[config.mk]
export PLATFORM = sky130hd
export DESIGN_NAME = srpu_top
export DESIGN_NICKNAME = d
export VERILOG_FILES = /design/src/pkg/srpu_pkg.sv /design/src/core/srpu_pulse.sv /design/src/core/srpu_sync.sv /design/src/core/srpu_top.sv
export VERILOG_INCLUDE_DIRS = /design/src /design/src/pkg
export SDC_FILE = /design/constraint.sdc
export NUM_CORES = 1
export LEC_CHECK = 0
export BUFFER_PORTS_ARGS = -buffer_cell sky130_fd_sc_hd__buf_2
export CORE_MARGIN = 3
export CORE_UTILIZATION = 55
export DETAILED_ROUTE_END_ITERATION = 8
export PLACE_DENSITY = 0.91
export SLEW_MARGIN = 20
export SYNTH_ARGS = -nofsm -noshare
export SYNTH_HDL_FRONTEND = slang
export SYNTH_SLANG_ARGS = --single-unit
[constraint.sdc]
create_clock -name hclk -period 7.1 [get_ports hclk]
set_input_delay 0.355 -clock hclk [delete_from_list [all_inputs] [get_ports hclk]]
set_output_delay 0.355 -clock hclk [all_outputs]
set_load 0.005 [all_outputs]
[src/pkg/srpu_map.svh]
// Register offsets, field positions, reset values and timing counts
`ifndef SRPU_MAP_SVH
`define SRPU_MAP_SVH
`define SRPU_OFF_RESET_CONTROL 8'h10
`define SRPU_OFF_UNLOCK_KEY 8'h14
`define SRPU_OFF_PIN_RECORD 8'h18
`define SRPU_OFF_IRQ_STATUS 8'h1c
`define SRPU_OFF_IRQ_MASK 8'h20
`define SRPU_OFF_CLOCK_CONFIG 8'h0c
`define SRPU_BIT_DIGITAL 0
`define SRPU_BIT_PORT_A 1
`define SRPU_BIT_PORT_B 2
`define SRPU_BIT_SLAVE_CORE 6
`define SRPU_BIT_REL_A 8
`define SRPU_BIT_REL_B 9
`define SRPU_BIT_SEEN_CLEAR 0
`define SRPU_BIT_SEEN 1
`define SRPU_RST_RESET_CONTROL 32'h0000_0000
`define SRPU_RST_PIN_RECORD 32'h0000_0002
`define SRPU_RST_CLOCK_CONFIG 32'h0528_0400
`define SRPU_CLK_CFG_MASK 32'h0f3f_0700
`define SRPU_UNLOCK_VALUE 32'h78b4_65a1
`define SRPU_HOLD_NS 1000
`define SRPU_CLK_NS 100
`define SRPU_HOLD_CYCLES ((`SRPU_HOLD_NS + `SRPU_CLK_NS - 1) / `SRPU_CLK_NS)
`endif

[src/pkg/srpu_pkg.sv]
// Types shared by the soft reset unit
`default_nettype none
package srpu_pkg;
  // One captured AHB-Lite address phase
  typedef struct packed {
    logic valid;
    logic write;
    logic [7:0] addr;
    logic [2:0] size;
  } srpu_req_type;
  // Reset pulse states
  typedef enum logic [1:0] {SRPU_IDLE, SRPU_HOLD, SRPU_DONE} srpu_state_type;
endpackage : srpu_pkg
`default_nettype wire

[src/core/srpu_pulse.sv]
// Self-timed reset pulse generator for one reset target
`default_nettype none
`include "srpu_map.svh"
module srpu_pulse #(
  parameter int HOLD = `SRPU_HOLD_CYCLES
) (
  input wire logic hclk,
  input wire logic hresetn,
  input wire logic start,
  output logic rst_active,
  output logic done
);
  import srpu_pkg::*;
  srpu_state_type state_q;
  logic [15:0] cnt_q;
  // Count out the hold time, then report the release for one cycle
  always_ff @(posedge hclk or negedge hresetn) begin
    if (!hresetn) begin
      state_q <= SRPU_IDLE;
      cnt_q <= 16'h0000;
    end else begin
      unique case (state_q)
        SRPU_IDLE: if (start) begin
          state_q <= SRPU_HOLD;
          cnt_q <= 16'(HOLD - 1);
        end
        SRPU_HOLD: if (cnt_q == 16'h0000) state_q <= SRPU_DONE; else cnt_q <= cnt_q - 16'h0001;
        SRPU_DONE: state_q <= SRPU_IDLE;
      endcase
    end
  end
  assign rst_active = (state_q == SRPU_HOLD);
  assign done = (state_q == SRPU_DONE);
endmodule : srpu_pulse
`default_nettype wire

[src/core/srpu_sync.sv]
// Three-stage synchroniser with agreement filter
`default_nettype none
module srpu_sync (
  input wire logic hclk,
  input wire logic hresetn,
  input wire logic din,
  output logic dout
);
  logic s1_q;
  logic s2_q;
  logic s3_q;
  logic out_q;
  // Only the second stage reads the first
  always_ff @(posedge hclk or negedge hresetn) begin
    if (!hresetn) begin
      s1_q <= 1'b0;
      s2_q <= 1'b0;
      s3_q <= 1'b0;
      out_q <= 1'b0;
    end else begin
      s1_q <= din;
      s2_q <= s1_q;
      s3_q <= s2_q;
      if (s2_q == s3_q) out_q <= s3_q;
    end
  end
  assign dout = out_q;
endmodule : srpu_sync
`default_nettype wire

[src/core/srpu_top.sv]
// Soft reset control, PLL setup unlock and pin reset record over AHB-Lite
`default_nettype none
`include "srpu_map.svh"
// Overview of operation
// - Writing 1 to bit 6 resets the slave core; bit clears on release.
// - Writes to slave core or digital reset bits are ignored while set.
// - Writing 1 to bit 2 resets port B transceiver; clears on release.
// - Writing 1 to bit 1 resets port A transceiver; clears on release.
// - Writes to a set transceiver reset bit are discarded until cleared.
// - Bit 0 resets whole chip except PLL and transceivers; clears on release.
// - Bit 9 low holds port B transceiver in reset, high releases it.
// - Bit 8 low holds port A transceiver in reset, high releases it.
// - Release bits act only while hold-select mode input is 1.
// - Writing 0x78b465a1 to offset 0x14 sets the unlock bit.
// - PLL fields of clock config are accessible only while unlocked.
// - Unlock register takes only full word transfers.
// - Reset control resets to zero; pin record resets to 0x2.
// - Pin reset seen flag sets on pin reset, clears on clear bit.
module srpu_top #(
  parameter int HOLD = `SRPU_HOLD_CYCLES
) (
  input wire logic hclk,
  input wire logic hresetn,
  input wire logic hsel,
  input wire logic [31:0] haddr,
  input wire logic [1:0] htrans,
  input wire logic hwrite,
  input wire logic [2:0] hsize,
  input wire logic [31:0] hwdata,
  input wire logic hready,
  output logic [31:0] hrdata,
  output logic hreadyout,
  output logic hresp,
  input wire logic pin_reset_n,
  input wire logic phy_hold_mode,
  output logic slave_core_rst,
  output logic port_a_phy_rst,
  output logic port_b_phy_rst,
  output logic digital_rst,
  output logic [31:0] clock_config,
  output logic irq
);
  import srpu_pkg::*;

  // ----------------------------------------
  // Bus address phase capture
  // ----------------------------------------
  srpu_req_type req_q;
  logic [31:0] rdata_q;
  wire addr_phase = hsel && htrans[1] && hready;
  wire wr_en = req_q.valid && req_q.write;
  wire rd_phase = addr_phase && !hwrite;
  wire [7:0] rd_addr = haddr[7:0];
  wire word_size = (req_q.size == 3'h2);

  always_ff @(posedge hclk or negedge hresetn) begin
    if (!hresetn) begin
      req_q <= '0;
    end else begin
      req_q <= '{valid: addr_phase, write: hwrite, addr: haddr[7:0], size: hsize};
    end
  end

  // ----------------------------------------
  // Register write decode and status read strobe
  // ----------------------------------------
  wire wr_ctl = wr_en && req_q.addr == `SRPU_OFF_RESET_CONTROL;
  wire wr_key = wr_en && word_size && req_q.addr == `SRPU_OFF_UNLOCK_KEY;
  wire wr_pin = wr_en && req_q.addr == `SRPU_OFF_PIN_RECORD;
  wire wr_mask = wr_en && req_q.addr == `SRPU_OFF_IRQ_MASK;
  wire wr_clk = wr_en && req_q.addr == `SRPU_OFF_CLOCK_CONFIG;
  wire rd_status = rd_phase && rd_addr == `SRPU_OFF_IRQ_STATUS;

  // ----------------------------------------
  // Reset control register and pulse engines
  // ----------------------------------------
  logic core_q, pa_q, pb_q, dig_q, rel_a_q, rel_b_q;
  logic [3:0] start;
  logic [3:0] active;
  logic [3:0] done;
  // Order: digital, port A, port B, slave core
  assign start[0] = wr_ctl && !dig_q && hwdata[`SRPU_BIT_DIGITAL];
  assign start[1] = wr_ctl && !pa_q && hwdata[`SRPU_BIT_PORT_A];
  assign start[2] = wr_ctl && !pb_q && hwdata[`SRPU_BIT_PORT_B];
  assign start[3] = wr_ctl && !core_q && hwdata[`SRPU_BIT_SLAVE_CORE];

  genvar gi;
  generate
    for (gi = 0; gi < 4; gi++) begin : g_pulse
      srpu_pulse #(.HOLD(HOLD)) u_pulse (
        .hclk(hclk),
        .hresetn(hresetn),
        .start(start[gi]),
        .rst_active(active[gi]),
        .done(done[gi])
      );
    end
  endgenerate

  // Self-clearing and release bits; only the bus reset reaches them, never the digital one
  always_ff @(posedge hclk or negedge hresetn) begin
    if (!hresetn) begin
      dig_q <= 1'b0;
      pa_q <= 1'b0;
      pb_q <= 1'b0;
      core_q <= 1'b0;
      rel_a_q <= 1'b0;
      rel_b_q <= 1'b0;
    end else begin
      if (start[0]) dig_q <= 1'b1; else if (done[0]) dig_q <= 1'b0;
      if (start[1]) pa_q <= 1'b1; else if (done[1]) pa_q <= 1'b0;
      if (start[2]) pb_q <= 1'b1; else if (done[2]) pb_q <= 1'b0;
      if (start[3]) core_q <= 1'b1; else if (done[3]) core_q <= 1'b0;
      if (wr_ctl) begin
        rel_a_q <= hwdata[`SRPU_BIT_REL_A];
        rel_b_q <= hwdata[`SRPU_BIT_REL_B];
      end
    end
  end

  // Transceiver hold only counts in hold-select mode
  wire mode_sync;
  srpu_sync u_mode_sync (
    .hclk(hclk),
    .hresetn(hresetn),
    .din(phy_hold_mode),
    .dout(mode_sync)
  );
  wire hold_a = mode_sync && !rel_a_q;
  wire hold_b = mode_sync && !rel_b_q;

  // Registered reset outputs; digital reset spares PLL and transceivers
  always_ff @(posedge hclk or negedge hresetn) begin
    if (!hresetn) begin
      digital_rst <= 1'b0;
      port_a_phy_rst <= 1'b0;
      port_b_phy_rst <= 1'b0;
      slave_core_rst <= 1'b0;
    end else begin
      digital_rst <= active[0];
      port_a_phy_rst <= active[1] || hold_a;
      port_b_phy_rst <= active[2] || hold_b;
      slave_core_rst <= active[3] || active[0];
    end
  end

  // ----------------------------------------
  // PLL unlock key and clock configuration
  // ----------------------------------------
  logic key_q;
  always_ff @(posedge hclk or negedge hresetn) begin
    if (!hresetn) begin
      key_q <= 1'b0;
      clock_config <= `SRPU_RST_CLOCK_CONFIG;
    end else begin
      if (wr_key) key_q <= (hwdata == `SRPU_UNLOCK_VALUE);
      if (wr_clk && key_q) clock_config <= hwdata & `SRPU_CLK_CFG_MASK;
    end
  end

  // ----------------------------------------
  // Pin reset record
  // ----------------------------------------
  wire pin_low;
  srpu_sync u_pin_sync (
    .hclk(hclk),
    .hresetn(hresetn),
    .din(!pin_reset_n),
    .dout(pin_low)
  );
  localparam logic [31:0] PIN_RECORD_RST = `SRPU_RST_PIN_RECORD;
  logic seen_q;
  logic pin_low_q;
  wire pin_event = pin_low && !pin_low_q;
  wire seen_clr = wr_pin && hwdata[`SRPU_BIT_SEEN_CLEAR];
  always_ff @(posedge hclk or negedge hresetn) begin
    if (!hresetn) begin
      seen_q <= PIN_RECORD_RST[`SRPU_BIT_SEEN];
      pin_low_q <= 1'b0;
    end else begin
      pin_low_q <= pin_low;
      if (pin_event) seen_q <= 1'b1; else if (seen_clr) seen_q <= 1'b0;
    end
  end

  // ----------------------------------------
  // Interrupt status, mask and output
  // ----------------------------------------
  logic [3:0] irq_stat_q;
  logic [3:0] irq_mask_q;
  wire [3:0] irq_ev = {done[3], done[2], done[1], pin_event};
  // Set wins over the clear-on-read
  always_ff @(posedge hclk or negedge hresetn) begin
    if (!hresetn) begin
      irq_stat_q <= 4'h0;
      irq_mask_q <= 4'h0;
      irq <= 1'b0;
    end else begin
      irq_stat_q <= (rd_status ? 4'h0 : irq_stat_q) | irq_ev;
      if (wr_mask) irq_mask_q <= hwdata[3:0];
      irq <= |(irq_stat_q & irq_mask_q);
    end
  end

  // ----------------------------------------
  // Read data, zero for unmapped offsets
  // ----------------------------------------
  wire [31:0] ctl_rd = {22'h0, rel_b_q, rel_a_q, 1'b0, core_q, 3'h0, pb_q, pa_q, dig_q};
  wire [31:0] clk_rd = key_q ? clock_config : (clock_config & ~`SRPU_CLK_CFG_MASK);
  logic [31:0] rd_mux;
  always_comb begin
    unique case (rd_addr)
      `SRPU_OFF_RESET_CONTROL: rd_mux = ctl_rd;
      `SRPU_OFF_UNLOCK_KEY: rd_mux = {31'h0, key_q};
      `SRPU_OFF_PIN_RECORD: rd_mux = {30'h0, seen_q, 1'b0};
      `SRPU_OFF_IRQ_STATUS: rd_mux = {28'h0, irq_stat_q};
      `SRPU_OFF_IRQ_MASK: rd_mux = {28'h0, irq_mask_q};
      `SRPU_OFF_CLOCK_CONFIG: rd_mux = clk_rd;
      default: rd_mux = 32'h0000_0000;
    endcase
  end
  always_ff @(posedge hclk or negedge hresetn) begin
    if (!hresetn) rdata_q <= 32'h0000_0000;
    else if (rd_phase) rdata_q <= rd_mux;
  end
  assign hrdata = rdata_q;
  assign hreadyout = 1'b1;
  assign hresp = 1'b0;
endmodule : srpu_top
`default_nettype wire

==> impl_metrics.py <==
metrics = {
    "timing": {
        "timing.fmax_mhz": 345,
        "finalSetupViolCount": 0,
        "fin_crit_sh_pct": 40.8,
        "final.setup_skew_ps": 5.80,
        "fin_tns_setup_ps": 0,
        "final-max-slew-violation-count": 0,
        "rsz0062_at_grt": "no",
        "tightest_slew_ps": 894,
        "setup_slack_ps": 4200,
        "slew_headroom_pct": 40.4,
        "hold_violations": 0,
        "finalHoldWorstSlack_ps": 31.3,
        "min_period_ps": 2900,
    },
    "worst_hold_path": {
        "whs_endpoint": "req_q[2]",
        "min_path_cells": 1,
        "hp-class": "input pin to flop",
        "min_from": "hsize[2]",
    },
    "floorplan": {
        "start_util_pct": 57.6,
        "fp.dieH_um": 123,
        "core_area_mm2": 0.0130,
        "pin_count": 147,
        "dieArea_mm2": 0.0150,
        "die_w_um": 123,
        "rows": 41,
    },
    "setup_path": {
        "crit_arrival_ps": 3240,
        "reg2reg_depth": 5,
        "r2r_end": "g_pulse[0].u_pulse.cnt_q[7]",
        "endpoint_kind": "flop",
        "r2r_setup_slack_ps": 4200,
        "crit_required_ps": 7450,
        "cp-start-kind": "flop",
        "r2r-start": "req_q[6]",
        "crit_fanout": 15,
        "critical_path_class": "flop to flop",
    },
    "detailed_routing": {
        "wl_um": 17700,
        "wl_per_cell_um": 17.5,
        "vias": 6138,
        "dr.first_iter.drc_count": 535,
        "ant_nets": 0,
        "vias_per_cell": 6.07,
        "dr.pass1.iters": 5,
        "drc": 0,
    },
    "synthesis": {
        "synth_area_mm2": 0.00748,
        "synth_top_family_by_area": "simple AND/OR/NAND/NOR gates",
        "ys_top_cells_by_area": "dfrtp_1, buf_4, nand2_1",
        "ys_ff_latch": 146,
        "synth.avg_cell_area_um2": 10.0,
        "synth_edf_count": 0,
        "synth_ff_type": "dfrtp_1",
        "seq_area_frac_synth_pct": 49.0,
        "syn_inst": 745,
        "yosysWarnings": 0,
        "synth_compound_area_share_pct": 12.1,
        "synthAdderAreaFrac_pct": 2.94,
        "yosys.area_share.xor_xnor_pct": 2.34,
        "ys_types": 72,
        "synth_mux_area_share_pct": 3.65,
        "synth_top_area_share_pct": 46.8,
        "synthArstFlopShare_pct": 100,
        "synth_area_leader_cell": "dfrtp_1",
        "synth-simple-area-share_pct": 23.2,
    },
    "cells_and_area": {
        "fin_nets": 919,
        "drive_gt1_share_pct": 19.3,
        "regArea_mm2": 0.00366,
        "area_growth_pct": 14.0,
        "final_cell_area_mm2": 0.00853,
        "multi_input_area_mm2": 0.00349,
        "n_fill_cell": 950,
        "antenna_cells": 0,
    },
    "cts": {
        "max-clock-path-buffers": 2,
        "cts_root_buffer": "clkbuf_16",
        "clock-sinks": 146,
        "cts_resized": 0,
        "clkTransAtPathRegs_ps": 60,
        "insertion_delay_ps": 430,
        "cts_setup_buffers": 0,
        "ctsHtreeMaxLevel": 4,
        "numCtsBuffers": 17,
        "cts_hold_buf": 1,
        "tritoncts": "built",
    },
    "place": {
        "dpl.hpwl_um": 12100,
        "place_area_mm2": 0.00794,
        "dpl_worst_slack_ps": 4130,
        "port_buffers": 86,
        "place.gp.congestion": 0.873,
    },
    "global_route": {
        "track_usage_pct": 24.3,
        "use_met1_pct": 32.0,
        "grt_pass1_vias": 5881,
        "grt_max_degree": 79,
        "use_met3_pct": 6.59,
        "overflow": 0,
        "antenna_found_initial": 1,
        "grt_util_met2_pct": 38.7,
        "grt-busiest-layer": "met2",
        "grt_pass1_wl_um": 28800,
    },
    "power": {
        "power.share.clock_pct": 34.6,
        "p_sw_share_pct": 31.2,
        "p_leak_nw": 3.73,
        "p_seq_share_pct": 43.6,
        "p_switching_uw": 754,
        "ir_worst_vdd_uv": 196,
        "powerDensity_mw_per_mm2": 283,
        "p_int_mw": 1.66,
        "pwr-share-comb_pct": 21.8,
    },
    "flow_run": {
        "maxCapViolCount": 0,
    },
    "outcome": {
        "status": "completed",
    },
}
[kinds of logic after synthesis]
| family | after synthesis |
|---|---|
| AND/OR/NAND/NOR | 300 |
| multiplexers | 25 |
| buffers and inverters | 96 |
| adder cells (fa/ha/maj) | 18 |
| other | 2 |
| flip-flops | 146 |
| AO/OA/AOI/OAI | 138 |
| XOR/XNOR | 20 |
[through the flow]
step,std cells,util (%),total power [mW]
after CTS,1012,65.5,2.42
final,1012,65.7,2.41
after floorplan,778,-,1.43
after global placement,979,61.1,1.54
after global routing,1012,65.7,2.55
after detailed placement,979,61.2,1.57
[critical path: stages (launching register included)]
cell and delay (ps):
dfrtp_1 500, or4b_1 620, nor4_1 520, o22ai_1 430, or4_1 570, a21oi_1 160
[registers in the layout, summed over array words and instances (netlist names), 4 cells and up]
register	cells
clock_config	13
irq_mask_q	4
hrdata	18
g_pulse.u_pulse.state_q	8
irq_stat_q	4
req_q	13
g_pulse.u_pulse.cnt_q	64
[worst max path at each step]
stage                                 from                            to  cells after the start
3_5_place_dp                      req_q[6]  g_pulse[3].u_pulse.cnt_q[11]                      5
4_1_cts                           req_q[6]  g_pulse[2].u_pulse.cnt_q[15]                      5
5_1_grt                           req_q[6]   g_pulse[0].u_pulse.cnt_q[7]                      5
3_3_place_gp   g_pulse[3].u_pulse.cnt_q[0]   g_pulse[3].u_pulse.cnt_q[4]                      7
2_1_floorplan  g_pulse[3].u_pulse.cnt_q[0]  g_pulse[3].u_pulse.cnt_q[13]                      8
6_report                          req_q[6]   g_pulse[0].u_pulse.cnt_q[7]                      5
[layer usage]
| layer | wire, um | up-vias |
|---|---|---|
| met5 | 9 | - |
| met4 | 449 | 2 |
| met3 | 1250 | 48 |
| met2 | 8820 | 232 |
| met1 | 7180 | 3017 |
| li1 | - | 2839 |
[cell usage in the layout, fill, tap and decap left out, drive strengths merged, types with 15 or more instances in the layout]
cell,n
ha,16
a21oi,33
nand2,64
o21ai,38
nor4,20
or3,29
nor3,19
inv,34
conb,35
or4,25
clkbuf,22
buf,92
o31ai,15
mux2,18
dfrtp,140
xnor2,18
nor2,50
[synthesized netlist by cell type, types with 7 or more instances]
| cell | n |
|---|---|
| a21oi_1 | 33 |
| a22o_1 | 7 |
| and3_1 | 7 |
| buf_4 | 35 |
| clkbuf_1 | 27 |
| dfrtp_1 | 140 |
| ha_1 | 16 |
| inv_1 | 33 |
| mux2_2 | 18 |
| mux2i_1 | 7 |
| nand2_1 | 64 |
| nand3_1 | 10 |
| nand4_1 | 10 |
| nand4b_1 | 10 |
| nor2_1 | 50 |
| nor2b_1 | 7 |
| nor3_1 | 18 |
| nor4_1 | 19 |
| nor4b_1 | 10 |
| nor4bb_1 | 9 |
| o21ai_0 | 37 |
| o31ai_1 | 15 |
| or3_1 | 27 |
| or4_1 | 23 |
| xnor2_1 | 18 |
[cell type report]
class	count	area share (%)
clock buffers	22	5.44
repair buffers	93	5.77
inverters	33	1.45
flip-flops and latches	146	42.9
multi-input cells	536	40.9
well taps	172	2.52
clock inverters	10	0.998
[power by group through the flow]
stage	Combinational, mW	Sequential, mW	Clock, mW
after floorplan	0.394	1.03	0
after global placement	0.488	1.05	0
after detailed placement	0.515	1.06	0
after CTS	0.520	1.05	0.848
after global routing	0.592	1.07	0.887
final	0.527	1.05	0.836
(Power assumes the default switching activity.)
